`config.mk`:
```
export PLATFORM = sky130hd
export DESIGN_NAME = motion_pulse_output_former
export DESIGN_NICKNAME = d
export VERILOG_FILES = /design/src/common/pulse_former_pkg.sv /design/src/rtl/motion_pulse_output_former.sv
export VERILOG_INCLUDE_DIRS = /design/src /design/src/common
export SDC_FILE = /design/constraint.sdc
export NUM_CORES = 1
export LEC_CHECK = 0
export ABC_AREA = 0
export BUFFER_PORTS_ARGS = -buffer_cell sky130_fd_sc_hd__buf_4
export CAP_MARGIN = 30
export CORE_MARGIN = 10
export CORE_UTILIZATION = 45
export DETAILED_ROUTE_END_ITERATION = 8
export SLEW_MARGIN = 40
export SYNTH_ARGS = -nofsm -noshare
export SYNTH_HDL_FRONTEND = slang
export SYNTH_SLANG_ARGS = --single-unit
```
`constraint.sdc`:
```
create_clock -name clk_i -period 3.8 [get_ports clk_i]
set_input_delay 0.19 -clock clk_i [delete_from_list [all_inputs] [get_ports clk_i]]
set_output_delay 0.19 -clock clk_i [all_outputs]
set_load 0.02 [all_outputs]
```
`src/common/pulse_former_consts.svh`:
```
// Purpose: Constants for the motion pulse output former
// Assumes: Included by the package and the design file
// Notes: Format codes follow the mode numbering of the pulse output setting
`ifndef PULSE_FORMER_CONSTS_SVH
`define PULSE_FORMER_CONSTS_SVH

`define FMT_W 3
`define FMT_PD0 3'h0
`define FMT_PD1 3'h1
`define FMT_PD2 3'h2
`define FMT_PD3 3'h3
`define FMT_CWCCW 3'h4
`define FMT_QUAD_LEAD 3'h6
`define FMT_QUAD_LAG 3'h7
`define CNT_W 32
`define CNT_RST 32'h0000_0000
`define PH_W 2
`define PH_RST 2'h0
`define PH_STEP 2'h1
`define PH_CMD_BIT 1
`define PH_LOW_BIT 0
`define FMT_PLS_INV_BIT 0
`define FMT_DIR_INV_BIT 1
`define CNT_STEP 32'h0000_0001
`define LINE_RST 1'h0
`define ALWAYS_ON 1'h1

`endif

```
`src/common/pulse_former_pkg.sv`:
```
// Purpose: Types for the motion pulse output former
// Assumes: Constants header present in common/
// Notes: Types only
`include "pulse_former_consts.svh"

package pulse_former_pkg;
    typedef logic [`FMT_W-1:0] fmt_t;
    typedef logic [`CNT_W-1:0] count_t;
    typedef logic [`PH_W-1:0] phase_t;
endpackage

```
`src/rtl/motion_pulse_output_former.sv`:
```
// Purpose: Forms command and direction lines for one motor axis
// Assumes: step_i pulses come from a profile generator, one per motion step
// Notes: Keep one idle cycle between steps in the pulse formats
// Behaviour
// - Three output formats selectable by a format setting
// - Pulse-direction format: pulses on command line, direction as a level
// - Pulse count gives distance, pulse rate gives speed
// - Direction line level shows positive or negative motion
// - Formats 0 to 3 select pulse and direction polarity
// - Two-line format: clockwise on command line, counter-clockwise on direction line
// - Clockwise pulses mean positive motion, counter-clockwise negative
// - Command counter counts up on clockwise, down on counter-clockwise
// - Quadrature: command line leads or lags direction line by a quarter cycle
// - Format 6 lead means clockwise; format 7 lag means clockwise
`timescale 1ns/100ps

`include "pulse_former_consts.svh"

module motion_pulse_output_former (
    // Clock and reset
    input wire logic clk_i,
    input wire logic rst_n_i,
    // Format and step request
    input wire pulse_former_pkg::fmt_t fmt_i,
    input wire logic step_i,
    input wire logic ccw_i,
    // Driver lines and command position
    output logic cmd_o,
    output logic dir_o,
    output pulse_former_pkg::count_t count_o
);
    import pulse_former_pkg::*;

    // ----------------------------------------
    // Format decode
    // ----------------------------------------
    // Pulse-direction variants
    wire is_pd0 = (fmt_i == `FMT_PD0);
    wire is_pd1 = (fmt_i == `FMT_PD1);
    wire is_pd2 = (fmt_i == `FMT_PD2);
    wire is_pd3 = (fmt_i == `FMT_PD3);
    wire is_pd = is_pd0 || is_pd1 || is_pd2 || is_pd3;

    // Two-line format
    wire is_two = (fmt_i == `FMT_CWCCW);

    // Quadrature pair and the sense that means clockwise
    wire is_quad_lead = (fmt_i == `FMT_QUAD_LEAD);
    wire is_quad_lag = (fmt_i == `FMT_QUAD_LAG);
    wire is_quad = is_quad_lead || is_quad_lag;

    // Format codes with no output format hold both lines low
    wire is_off = !is_pd && !is_two && !is_quad;

    // Polarity bits of the pulse-direction variants
    wire pls_inv = fmt_i[`FMT_PLS_INV_BIT];
    wire dir_inv = fmt_i[`FMT_DIR_INV_BIT];

    // ----------------------------------------
    // Step capture
    // ----------------------------------------
    logic pulse;
    logic ccw_held;

    wire step_cw = step_i && !ccw_i;
    wire step_ccw = step_i && ccw_i;

    // Pulse is the step delayed by one cycle, so it is one cycle wide
    step_hold_reg #(
        .W(1),
        .RST(`LINE_RST)
    ) i_pulse_reg (
        .clk_i(clk_i),
        .rst_n_i(rst_n_i),
        .en_i(`ALWAYS_ON),
        .d_i(step_i),
        .q_o(pulse)
    );

    // Direction of the latest step, held as a level until the next step
    step_hold_reg #(
        .W(1),
        .RST(`LINE_RST)
    ) i_ccw_reg (
        .clk_i(clk_i),
        .rst_n_i(rst_n_i),
        .en_i(step_i),
        .d_i(ccw_i),
        .q_o(ccw_held)
    );

    // ----------------------------------------
    // Quadrature phase
    // ----------------------------------------
    phase_t phase;

    // Counting up makes the direction line lead, so the command line lags
    wire cmd_lags = ccw_i ^ is_quad_lag;
    wire [`PH_W-1:0] phase_up = phase + `PH_STEP;
    wire [`PH_W-1:0] phase_down = phase - `PH_STEP;
    wire [`PH_W-1:0] next_phase = cmd_lags ? phase_up : phase_down;

    // Phase moves one quarter per step and rests between steps
    step_hold_reg #(
        .W(`PH_W),
        .RST(`PH_RST)
    ) i_phase_reg (
        .clk_i(clk_i),
        .rst_n_i(rst_n_i),
        .en_i(step_i),
        .d_i(next_phase),
        .q_o(phase)
    );

    // ----------------------------------------
    // Command pulse counter
    // ----------------------------------------
    count_t count;

    // Wraps silently at either end; the profile generator bounds travel
    wire [`CNT_W-1:0] count_up = count + `CNT_STEP;
    wire [`CNT_W-1:0] count_down = count - `CNT_STEP;
    wire [`CNT_W-1:0] next_count = step_ccw ? count_down : count_up;

    step_hold_reg #(
        .W(`CNT_W),
        .RST(`CNT_RST)
    ) i_count_reg (
        .clk_i(clk_i),
        .rst_n_i(rst_n_i),
        .en_i(step_i),
        .d_i(next_count),
        .q_o(count)
    );

    // ----------------------------------------
    // Line forming
    // ----------------------------------------
    // Phase sequence 00,01,10,11 gives Gray levels on the two lines
    wire quad_cmd = phase[`PH_CMD_BIT];
    wire quad_dir = phase[`PH_CMD_BIT] ^ phase[`PH_LOW_BIT];

    // Pulse-direction: pulse on the command line, sense as a level
    wire pd_cmd = pulse ^ pls_inv;
    wire pd_dir = ccw_held ^ dir_inv;

    // Two-line: each sense pulses its own line
    wire two_cmd = pulse && !ccw_held;
    wire two_dir = pulse && ccw_held;

    logic next_cmd;
    logic next_dir;

    always_comb begin
        next_cmd = `LINE_RST;
        if (is_pd) begin
            next_cmd = pd_cmd;
        end else if (is_two) begin
            next_cmd = two_cmd;
        end else if (is_quad) begin
            next_cmd = quad_cmd;
        end else if (is_off) begin
            next_cmd = `LINE_RST;
        end else begin
            next_cmd = `LINE_RST;
        end
    end

    always_comb begin
        next_dir = `LINE_RST;
        if (is_pd) begin
            next_dir = pd_dir;
        end else if (is_two) begin
            next_dir = two_dir;
        end else if (is_quad) begin
            next_dir = quad_dir;
        end else if (is_off) begin
            next_dir = `LINE_RST;
        end else begin
            next_dir = `LINE_RST;
        end
    end

    // ----------------------------------------
    // Registered outputs
    // ----------------------------------------
    // Lines come from flip-flops so the driver never sees decode glitches
    step_hold_reg #(
        .W(1),
        .RST(`LINE_RST)
    ) i_cmd_reg (
        .clk_i(clk_i),
        .rst_n_i(rst_n_i),
        .en_i(`ALWAYS_ON),
        .d_i(next_cmd),
        .q_o(cmd_o)
    );

    step_hold_reg #(
        .W(1),
        .RST(`LINE_RST)
    ) i_dir_reg (
        .clk_i(clk_i),
        .rst_n_i(rst_n_i),
        .en_i(`ALWAYS_ON),
        .d_i(next_dir),
        .q_o(dir_o)
    );

    assign count_o = count;
endmodule

// ----------------------------------------
// Enabled register
// ----------------------------------------
// One register with asynchronous reset to a given value
module step_hold_reg #(
    parameter int W = 1,
    parameter logic [W-1:0] RST = '0
) (
    input wire logic clk_i,
    input wire logic rst_n_i,
    input wire logic en_i,
    input wire logic [W-1:0] d_i,
    output logic [W-1:0] q_o
);
    always_ff @(posedge clk_i or negedge rst_n_i) begin
        if (!rst_n_i) begin
            q_o <= RST;
        end else if (en_i) begin
            q_o <= d_i;
        end
    end
endmodule

```
Yosys cells after proc, flatten, opt, wreduce, memory -nomap -nowiden --
Cells that the tools add are included. Widths: inputs -> output; s select.
Storage, ports and cells: input bits 7, logic and storage cells 37, register bits after elaboration 38, output and inout bits 34
Cells by class: $add $sub $neg 4, bitwise operators 4, eq/ne operators 6, multiplexer cells 8, reduce and logical (&&, ||, !) cells 9
Operators with widths (number):
- $add 32x1->32 const B | 1
- $mux 32 | 1
- $sub 32x1->32 const B | 1
- $eq 3x3->1 const B | 3
- $eq 3x2->1 const B | 2
- $mux 1 | 6
- $logic_or 1x1->1 | 4
- $xor 1x1->1 | 4
- $eq 3x1->1 const B | 1
- $logic_and 1x1->1 | 3
- $logic_not 3->1 | 1
- $add 2x1->2 const B | 1
- $mux 2 | 1
- $sub 2x1->2 const B | 1
- $logic_not 1->1 | 1

Longest topological paths before layout --
Gate-level depths: netlist of the first run.
depth in word-level cells 5, mapped depth 12, depth with buffers taken out 9

Hierarchy --
Synthesis of the first run repeated with hierarchy kept, for this count alone.
Second synthesis, totals: cells, all modules 379, area, all modules 3418.3 µm²
By module, submodules not included:
- motion_pulse_output_former | cells an instance 299, seq. area each 0.0 µm², area an instance 1840.5 µm², times used 1
- step_hold_reg (i_count_reg) | cells an instance 68, seq. area each 800.8 µm², area an instance 1345.0 µm², times used 1
- step_hold_reg (i_ccw_reg ...) | cells an instance 2, seq. area each 25.0 µm², area an instance 40.0 µm², times used 4
- step_hold_reg (i_phase_reg) | cells an instance 4, seq. area each 50.0 µm², area an instance 72.6 µm², times used 1

Worst setup path before layout of the first run --
Ideal clock, no wire load.
kind input -> register, start point in ccw_i, end point reg i_count_reg.q_o[24], cell stages on the path 12, arrival 2.478 ns, buffers on the path 3, setup slack 1.193 ns, setup time 0.129 ns, data required time 3.671 ns, cells stage by stage buf_2 -> nand2_2 -> buf_2 -> buf_1 -> xnor2_1 -> ha_1 -> nand2_1 -> a221o_1 -> a2111oi_1 -> nor2_1 -> a2bb2oi_1 -> xnor2_1
On the way: longest elaborated chain between the ends 2
Ends and longest elaborated chain:
- start, declared | line motion_pulse_output_former.sv:26 | input wire logic ccw_i,
- $logic_and 1x1->1 | line motion_pulse_output_former.sv:66 | wire step_ccw = step_i && ccw_i;
- $mux 32 | line motion_pulse_output_former.sv:123 | wire [`CNT_W-1:0] next_count = step_ccw ? count_down : count_up;
- end signal, assigned | line motion_pulse_output_former.sv:231 | q_o <= d_i;
- end, declared | line motion_pulse_output_former.sv:225 | output logic [W-1:0] q_o
No other way between the ends. A chain may end at the register's enable or synchronous reset.

Worst setup path in the final report of the first run --
start point reg i_count_reg.q_o[1], end point reg i_count_reg.q_o[24]
On the way: longest elaborated chain between the ends 2
Ends and longest elaborated chain (line):
- $add 32x1->32 (no line) / $sub 32x1->32 (equally long branches)
- $mux 32 * | motion_pulse_output_former.sv:123
Mark *: on every way between the ends. The rest lies on a longest branch, timed or not.

==> results of run 1 <==
## state kept, by name, summed over array words and instances, names as in the netlist
name,flops
i_count_reg.q_o,32
i_phase_reg.q_o,2
i_ccw_reg.q_o,1
i_cmd_reg.q_o,1
i_dir_reg.q_o,1
i_pulse_reg.q_o,1
## path summary, 6_finish.rpt
kind,slack [ns],from,depth (start not counted),end
worst max-delay path,1.27,i_count_reg.q_o[1],8,i_count_reg.q_o[24]
worst min-delay path,0.08,fmt_i[0],2,i_cmd_reg.q_o
worst max register to register,1.27,i_count_reg.q_o[1],8,i_count_reg.q_o[24]
worst min register to register,0.48,i_count_reg.q_o[31],1,i_count_reg.q_o[31]
max in group asynchronous,3.05,rst_n_i,2,i_count_reg.q_o[27]
min in group asynchronous,0.41,rst_n_i,2,i_cmd_reg.q_o
## layer usage
layer / routed length, µm / up-vias / GRT usage (%) / share of wire, %
met5: 0 / - / 0 / 0
met3: 860 / 11 / 4.45 / 9.7
met2: 3880 / 164 / 25.8 / 44
met1: 4000 / 1414 / 23.3 / 45
li1: - / 1378 / - / -
met4: 144 / 0 / 5.75 / 1.6
## report_power, final
group	total, mW	switching [mW]	internal (mW)
Sequential	1.03	0.447	0.579
Clock	0.298	0.151	0.146
Combinational	1.24	0.703	0.537
Total	2.56	1.30	1.26
## cells by family after synthesis
| family | Yosys count | synth area share, % |
|---|---|---|
| muxes | 17 | 5.69 |
| adders and majority gates | 1 | 0.412 |
| xor gates and xnor gates | 38 | 11.0 |
| DFF | 38 | 31.3 |
| buffers and inverters | 39 | 5.40 |
| AOI/OAI and AO/OA | 72 | 17.8 |
| and+or+nand+nor | 155 | 28.4 |
## through the flow
step	instance area (µm²)	hold WS (ns)	setup WS (ns)	std cells
floorplan	3040	-0.106	1.19	360
global placement	3310	0.188	1.20	445
detailed placement	3310	0.199	1.19	445
CTS	3410	0.0776	1.30	454
global route	3410	0.0913	1.11	454
finish	3410	0.0818	1.27	454
## synthesized netlist by cell type, types with 3 or more instances
| cell | instances | area share, % |
|---|---|---|
| a21boi_0 | 3 | 0.74 |
| a21oi_1 | 8 | 1.3 |
| a2bb2oi_1 | 3 | 0.87 |
| a32oi_1 | 5 | 1.4 |
| a41oi_1 | 5 | 1.4 |
| and2_1 | 10 | 2.1 |
| and3_1 | 4 | 0.82 |
| buf_2 | 4 | 0.66 |
| clkbuf_1 | 26 | 3.2 |
| dfrtp_1 | 38 | 31 |
| inv_1 | 4 | 0.49 |
| mux2i_1 | 15 | 4.9 |
| nand2_1 | 31 | 3.8 |
| nand2b_1 | 3 | 0.62 |
| nand3_1 | 15 | 2.5 |
| nand3b_1 | 4 | 0.99 |
| nand4_1 | 21 | 4.3 |
| nor2_1 | 26 | 3.2 |
| nor3_1 | 5 | 0.82 |
| nor4_1 | 13 | 2.7 |
| o211ai_1 | 3 | 0.74 |
| o21ai_0 | 13 | 2.1 |
| o22ai_1 | 3 | 0.62 |
| or2_2 | 3 | 0.62 |
| or3_1 | 3 | 0.62 |
| or4_1 | 3 | 0.74 |
| xnor2_1 | 26 | 7.5 |
| xor2_1 | 12 | 3.5 |
## cells in the final DEF (no fill, tap or decap), types with 3 or more instances in the layout
| cell | count |
|---|---|
| buf_4 | 43 |
| dfrtp_1 | 38 |
| nand2_1 | 31 |
| xnor2_1 | 26 |
| nor2_1 | 26 |
| nand4_1 | 21 |
| nand3_1 | 15 |
| mux2i_1 | 15 |
| o21ai_0 | 13 |
| nor4_1 | 13 |
| xor2_1 | 12 |
| and2_1 | 10 |
| a21oi_1 | 8 |
| clkbuf_8 | 6 |
| a32oi_1 | 5 |
| nor3_1 | 5 |
| a41oi_1 | 5 |
| inv_1 | 4 |
| nand3b_1 | 4 |
| and3_1 | 4 |
| o211ai_1 | 3 |
| nand2b_1 | 3 |
| a21boi_0 | 3 |
| or2_2 | 3 |
| or4_1 | 3 |
| o22ai_1 | 3 |
| or3_1 | 3 |
| a2bb2oi_1 | 3 |
## critical path: cells and delay by family, from the launching register on
family / cells / cell delay (ns)
AO/OA/AOI/OAI: 4 / 1.21
XOR/XNOR: 2 / 0.35
adder cells (fa/ha/maj): 1 / 0.26
flip-flops: 1 / 0.47
AND/OR/NAND/NOR: 1 / 0.14
## final cells by class
cell class                 instances  area, µm²  area share (%)
tap                               77       96.3            2.83
inverter                           4       15.0           0.441
multi-input combinational        283       1920            56.4
timing repair buffer              44        333            9.77
sequential                        38        951            27.9
clock buffer                       7       86.3            2.53
clock inverter                     1       5.00           0.147
==> reports/summary.txt, run 1 <==
Core ar.: 0.00646 mm²
GRT Util Overall: 17.1%
Critical path class: register to register
Share of post-route cells with drive strength above 1: 16.7%
Htree depth: 2
Clock edge transition at the registers on the reported setup and hold paths: 0.08 ns
CTS Buf Count: 5
Synth-to-Final Area Change: 12.2%
Largest fanout on the critical path: 8
Initial drt markers: 319
Max Clock Skew: 0.00659 ns
Post-CTS sizing: 0
Worst min path class: input port to register
Final Core Density: 52.8%
Clk sink count: 38
Initial Util: 47.0%
Hold_buf cts: 1
Post-DP HPWL: 6390 µm
Detailed-route DRC error count: 0
Clock Latency Late Sink: 0.30 ns
Maximum vdd ir drop: 0.000443 V
Gpl congestion: 0.994
Clk buf depth: 2
Die area: 0.0104 mm²
Minimum clock period: 2.53 ns
Worst setup SP type: register
Port buffer count: 40
Routed Antenna Nets: 0
Mean Syn Cell Area: 8.44 µm²
Nets: 384
Average vias per placed instance: 6.54
Hold Fails Final Rpt: 0
DRT Pass-1 Iters: 5
Ports: 41
Cells after Synth: 360
Ys Warns: 0
Leak: 1.41 nW
Final worst-path cycle share: 66.5%
Final Max Tran Viols: 0
Crit path cell chain: xnor2_1 > ha_1 > nor2_1 > a221o_1 > a2111oi_1 > o211ai_1 > a2bb2oi_1 > xnor2_1
GRT overflow: 0
WP data arrival: 2.74 ns
Ys async rst share: 100%
Final setup vio count: 0
CP max stage delay: 0.47 ns
Fillers: 626
Ant diodes: 0
Syn Nets: 368
Initial antenna violation count: 0
Cell mode on critical path: xnor2_1
Setup_tns: 0 ns
Largest net degree at the start of global routing: 39
Slew HR: 52.7%
EDFF count, synth: 0
FMAX: 0.396 GHz
Post-Route WL: 8880 µm
Row count: 29
Distinct cells, synth: 66
Outcome: finished, final reports clean
Seq/Total Area, Yosys: 31.3%
Die width: 102 µm
Kind of end point of the critical path: register
Post-CTS Setup Inserts: 0
#FFs+latches synth: 38
PwrDens: 752 mW/mm²
Slew of the pin with the lowest slew margin: 0.704 ns
DR WL/cell: 19.6 µm
Main synth FF type: dfrtp_1
MaxCap Viol Count: 0
Die Y: 102 µm
Unrepaired setup endpoints after global routing: no
CP required: 4.02 ns
CP max-delay cell: dfrtp_1
Vias in the first global route: 2721
Cell Area, Synth: 0.00304 mm²
DR vias: 2967
First-pass GRT wire length: 14300 µm
Power, Total: 2.56 mW
Root buf cell: clkbuf_8
CTS tree: built
Power figures use the tool's default switching activity.
==> inputs of run 2 (changes only) <==
==> constraint.sdc (replaced) <==
create_clock -name clk_i -period 2.33 [get_ports clk_i]
set_input_delay 0.1165 -clock clk_i [delete_from_list [all_inputs] [get_ports clk_i]]
set_output_delay 0.1165 -clock clk_i [all_outputs]
set_load 0.02 [all_outputs]
==> reports/summary.txt, run 2 (synthesized netlist as in run 1, its figures left out) <==
Outcome: finished, final reports clean
Clock Latency Late Sink: 0.29 ns
MaxCap Viol Count: 0
Clk buf depth: 2
CP required: 2.51 ns
Detailed-route DRC error count: 0
Most flop-heavy register: i_count_reg.q_o
Most frequent cells in the layout: buf_4 (81), dfrtp_1 (38), nand2_1 (31), xnor2_1 (26), nor2_1 (25)
Clk sink count: 38
Post-DP HPWL: 7110 µm
Ports: 41
DRT Pass-1 Iters: 5
Crit. Startpoint: i_count_reg.q_o[7]
Gpl congestion: 0.953
Commonest non-fill, non-tap cell in the layout: buf_4
Core ar.: 0.00646 mm²
Worst setup SP type: register
Int Pwr: 2.47 mW
Switching power: 2.25 mW
Worst min path class: input port to register
Power, Total: 4.72 mW
Maximum vdd ir drop: 0.000744 V
Net Sw Frac: 47.6%
Max Clock Skew: 0.00377 ns
FMAX: 0.447 GHz
Initial antenna violation count: 0
GRT Util Overall: 18.5%
Routed Antenna Nets: 0
Setup_tns: 0 ns
Seq pwr share: 30.1%
Biggest regs: i_count_reg.q_o (32), i_phase_reg.q_o (2)
WP data arrival: 2.42 ns
Clock edge transition at the registers on the reported setup and hold paths: 0.08 ns
Die Y: 102 µm
PwrDens: 1250 mW/mm²
Post-Route WL: 9490 µm
Port buffer count: 40
Root buf cell: clkbuf_8
Ant diodes: 0
Slew HR: 65.9%
Initial Util: 47.0%
Largest fanout on the critical path: 11
Die area: 0.0104 mm²
First-pass GRT wire length: 15700 µm
Initial drt markers: 290
Largest net degree at the start of global routing: 39
Met2 Use GR: 27.4%
Met1 usage: 26.9%
Placed cells: 480
Die width: 102 µm
CTS tree: built
Synth-to-Final Area Change: 24.8%
Critical path class: register to register
Fillers: 611
DR vias: 3095
Combinational power share: 57.9%
Max FFs per register: 32
Final Max Tran Viols: 0
Clock power frac: 12.0%
DR WL/cell: 19.2 µm
Final setup vio count: 0
Minimum clock period: 2.24 ns
Nets: 424
Critical R2R Launch: i_count_reg.q_o[7]
GRT overflow: 0
Share of post-route cells with drive strength above 1: 25.9%
Final worst-path cycle share: 96.1%
Slew of the pin with the lowest slew margin: 0.512 ns
CTS Buf Count: 5
Hold Fails Final Rpt: 0
Htree depth: 2
Row count: 29
GR Layer Usage met3: 3.71%
Fin cells: 494
Average vias per placed instance: 6.27
Vias in the first global route: 2994
Global route hottest layer: met2
Hold path start: fmt_i[0]
Kind of end point of the critical path: register
Leak: 1.63 nW
==> run 2: power groups by stage <==
stage | sequential, mW | clock [mW] | combinational (mW)
after floorplan | 1.52 | 0 | 1.41
after global placement | 1.41 | 0 | 2.67
after detailed placement | 1.41 | 0 | 2.67
after CTS | 1.40 | 0.594 | 2.68
after global routing | 1.48 | 0.622 | 2.96
final | 1.42 | 0.568 | 2.73
==> run 2: critical path: stages, from the launching register on <==
cell       delay [ns]
dfrtp_1          0.52
nor4_1           0.51
nand2_1          0.18
a2111oi_4        0.43
nor2_1           0.16
a2bb2oi_1        0.19
xnor2_1          0.14
==> run 2: worst paths after layout <==
| kind | to | slack (ns) | depth (start not counted) |
|---|---|---|---|
| max | i_count_reg.q_o[24] | 0.09 | 6 |
| min | i_cmd_reg.q_o | 0.02 | 2 |
| max reg2reg | i_count_reg.q_o[24] | 0.09 | 6 |
| min reg2reg | i_count_reg.q_o[31] | 0.47 | 1 |
| max in group asynchronous | i_count_reg.q_o[23] | 1.63 | 2 |
| min in group asynchronous | i_phase_reg.q_o[1] | 0.35 | 2 |
==> run 2: through the flow <==
| stage | hold slack (ns) | cell area (µm²) | setup WS (ns) | util [%] |
|---|---|---|---|---|
| global route | 0.0270 | 3790 | -0.00169 | 58.7 |
| detailed placement | 0.125 | 3590 | 0.0709 | 55.5 |
| global placement | 0.121 | 3590 | 0.0998 | 55.5 |
| CTS | 0.0133 | 3720 | 0.0463 | 57.5 |
| floorplan | -0.179 | 3050 | 0.0140 | - |
| finish | 0.0241 | 3790 | 0.0915 | 58.7 |
==> run 2: metal layers <==
metal  share of wire, %  wire length (µm)
met5                  0                 0
met1                 47              4470
met3                8.7               824
met4               0.81                77
met2                 43              4120
==> run 2: cell type report <==
type	instances	area (µm²)	area share [%]
timing repair buffer	84	648	17.1
inverter	4	15.0	0.396
clock buffer	5	68.8	1.82
tap	77	96.3	2.54
sequential	38	951	25.1
clock inverter	3	40.0	1.06
multi-input combinational	283	1970	52.0
==> run 2: repair_timing <==
item,4_1_cts,5_1_grt
buffers inserted,0,4
hold endpoints to repair,39,0
hold buffers,2,0
gates resized for setup,0,7
setup endpoints to repair,0,16
==> inputs of run 3 (changes only) <==
--- a/config.mk
+++ b/config.mk
@@ -7,11 +7,12 @@
 export NUM_CORES = 1
 export LEC_CHECK = 0
 export ABC_AREA = 0
-export BUFFER_PORTS_ARGS = -buffer_cell sky130_fd_sc_hd__buf_4
+export BUFFER_PORTS_ARGS = -buffer_cell sky130_fd_sc_hd__clkbuf_2
 export CAP_MARGIN = 30
 export CORE_MARGIN = 10
 export CORE_UTILIZATION = 45
 export DETAILED_ROUTE_END_ITERATION = 8
+export SKIP_CTS_REPAIR_TIMING = 1
 export SLEW_MARGIN = 40
 export SYNTH_ARGS = -nofsm -noshare
 export SYNTH_HDL_FRONTEND = slang
==> reports/summary.txt, run 3 (synthesized netlist as in run 1, its figures left out) <==
WP data arrival: 2.45 ns
Minimum clock period: 2.22 ns
Setup_tns: 0 ns
Int Pwr: 2.18 mW
PwrDens: 1220 mW/mm²
Ant diodes: 0
Die width: 102 µm
Worst min path class: input port to register
DRT Pass-1 Iters: 5
Hold Path Depth: 2
FMAX: 0.449 GHz
Post-DP HPWL: 7170 µm
Port buffer count: 40
Worst hold endpoint: i_cmd_reg.q_o
CP max-delay cell: or4b_1
First-pass GRT wire length: 15200 µm
Largest fanout on the critical path: 7
GRT Util Overall: 18.3%
Combinational power share: 57.4%
DR vias: 3089
Htree depth: 2
Max FFs per register: 32
Initial drt markers: 316
Final Core Density: 55.9%
Clock power frac: 10.2%
Synth-to-Final Area Change: 19.0%
CP required: 2.56 ns
Final worst slack: 0.105 ns
Biggest regs: i_count_reg.q_o (32), i_phase_reg.q_o (2)
Cell mode on critical path: buf_4
Share of post-route cells with drive strength above 1: 25.0%
Slew HR: 64.3%
Slew of the pin with the lowest slew margin: 0.536 ns
Dpl ws: 0.0943 ns
Row count: 29
Clk buf depth: 2
Max Clock Skew: 0.00842 ns
Largest net degree at the start of global routing: 39
Clock Latency Late Sink: 0.30 ns
Critical path class: register to register
Most frequent cells in the layout: clkbuf_2 (39), dfrtp_1 (38), buf_4 (37), nand2_1 (31), xnor2_1 (26)
Initial Util: 47.0%
Hold path start: fmt_i[0]
Hold Fails Final Rpt: 0
Net Sw Frac: 50.3%
Top cell family by delay on the critical path: simple AND/OR/NAND/NOR gates
Maximum vdd ir drop: 0.000594 V
DR WL/cell: 19.0 µm
Fillers: 616
Detailed-route DRC error count: 0
Reg2Reg Depth: 7
Clock edge transition at the registers on the reported setup and hold paths: 0.08 ns
Commonest non-fill, non-tap cell in the layout: clkbuf_2
Final worst-path cycle share: 95.5%
CTS tree: built
RR Endpoint: i_count_reg.q_o[25]
Average vias per placed instance: 6.32
Outcome: finished, final reports clean
Critical R2R Launch: i_count_reg.q_o[13]
Ports: 41
Final setup vio count: 0
Leak: 1.57 nW
Post-Route WL: 9280 µm
Unrepaired setup endpoints after global routing: no
Seq pwr share: 32.4%
Die Y: 102 µm
Switching power: 2.21 mW
Crit path cell chain: buf_4 > nor4_1 > buf_4 > a32oi_1 > or4b_1 > mux2i_1 > xor2_1
Core ar.: 0.00646 mm²
Final Max Tran Viols: 0
R2R setup slack: 0.11 ns
Kind of end point of the critical path: register
Crit. Startpoint: i_count_reg.q_o[13]
Initial antenna violation count: 0
CP bufs+invs: 2
Die area: 0.0104 mm²
Gpl congestion: 0.956
Clk sink count: 38
Root buf cell: clkbuf_8
Worst setup SP type: register
MaxCap Viol Count: 0
CP max stage delay: 0.54 ns
Nets: 420
CTS Buf Count: 5
GRT overflow: 0
Most flop-heavy register: i_count_reg.q_o
Vias in the first global route: 2855
Routed Antenna Nets: 0
-- run 3: final cells by class --
type | count | area, µm² | share of cell area [%]
Clock buffer | 5 | 68.8 | 1.91
Timing Repair Buffer | 80 | 531 | 14.7
Inverter | 4 | 15.0 | 0.416
Clock inverter | 2 | 10.0 | 0.277
Sequential cell | 38 | 951 | 26.3
Multi-Input combinational cell | 283 | 1940 | 53.7
Tap cell | 77 | 96.3 | 2.67
-- run 3: layer usage --
layer	up-vias	part of all wire, %	GRT usage (%)
li1	1448	-	-
met1	1498	48	26.7
met2	129	42	25.7
met3	14	7.4	3.78
met4	0	1.8	6.40
met5	-	0	0
-- run 3: worst max path at each step --
stage | to | slack, ns | cells after the start
6_report | i_count_reg.q_o[25] | 0.11 | 7
5_1_grt | i_count_reg.q_o[22] | 0.002 | 7
4_1_cts | i_count_reg.q_o[29] | 0.06 | 6
3_5_place_dp | i_count_reg.q_o[29] | 0.09 | 6
3_3_place_gp | i_count_reg.q_o[29] | 0.12 | 6
2_1_floorplan | i_count_reg.q_o[22] | 0.01 | 12
-- run 3: power by group through the flow --
stage                     Clock (mW)  Sequential [mW]  Combinational (mW)
after global placement             0             1.41                2.49
after detailed placement           0             1.42                2.49
after floorplan                    0             1.52                1.41
after CTS                      0.459             1.41                2.50
final                          0.446             1.42                2.52
after global routing           0.487             1.49                2.74
-- run 3: per-stage QoR --
| step | cells | power, mW | hold WS (ns) | instance area [µm²] |
|---|---|---|---|---|
| after detailed placement | 481 | 3.91 | 0.171 | 3510 |
| final | 489 | 4.39 | 0.0396 | 3610 |
| after global routing | 489 | 4.72 | 0.0580 | 3610 |
| after floorplan | 360 | 2.93 | -0.179 | 3050 |
| after global placement | 481 | 3.90 | 0.326 | 3510 |
| after CTS | 488 | 4.37 | -0.155 | 3590 |
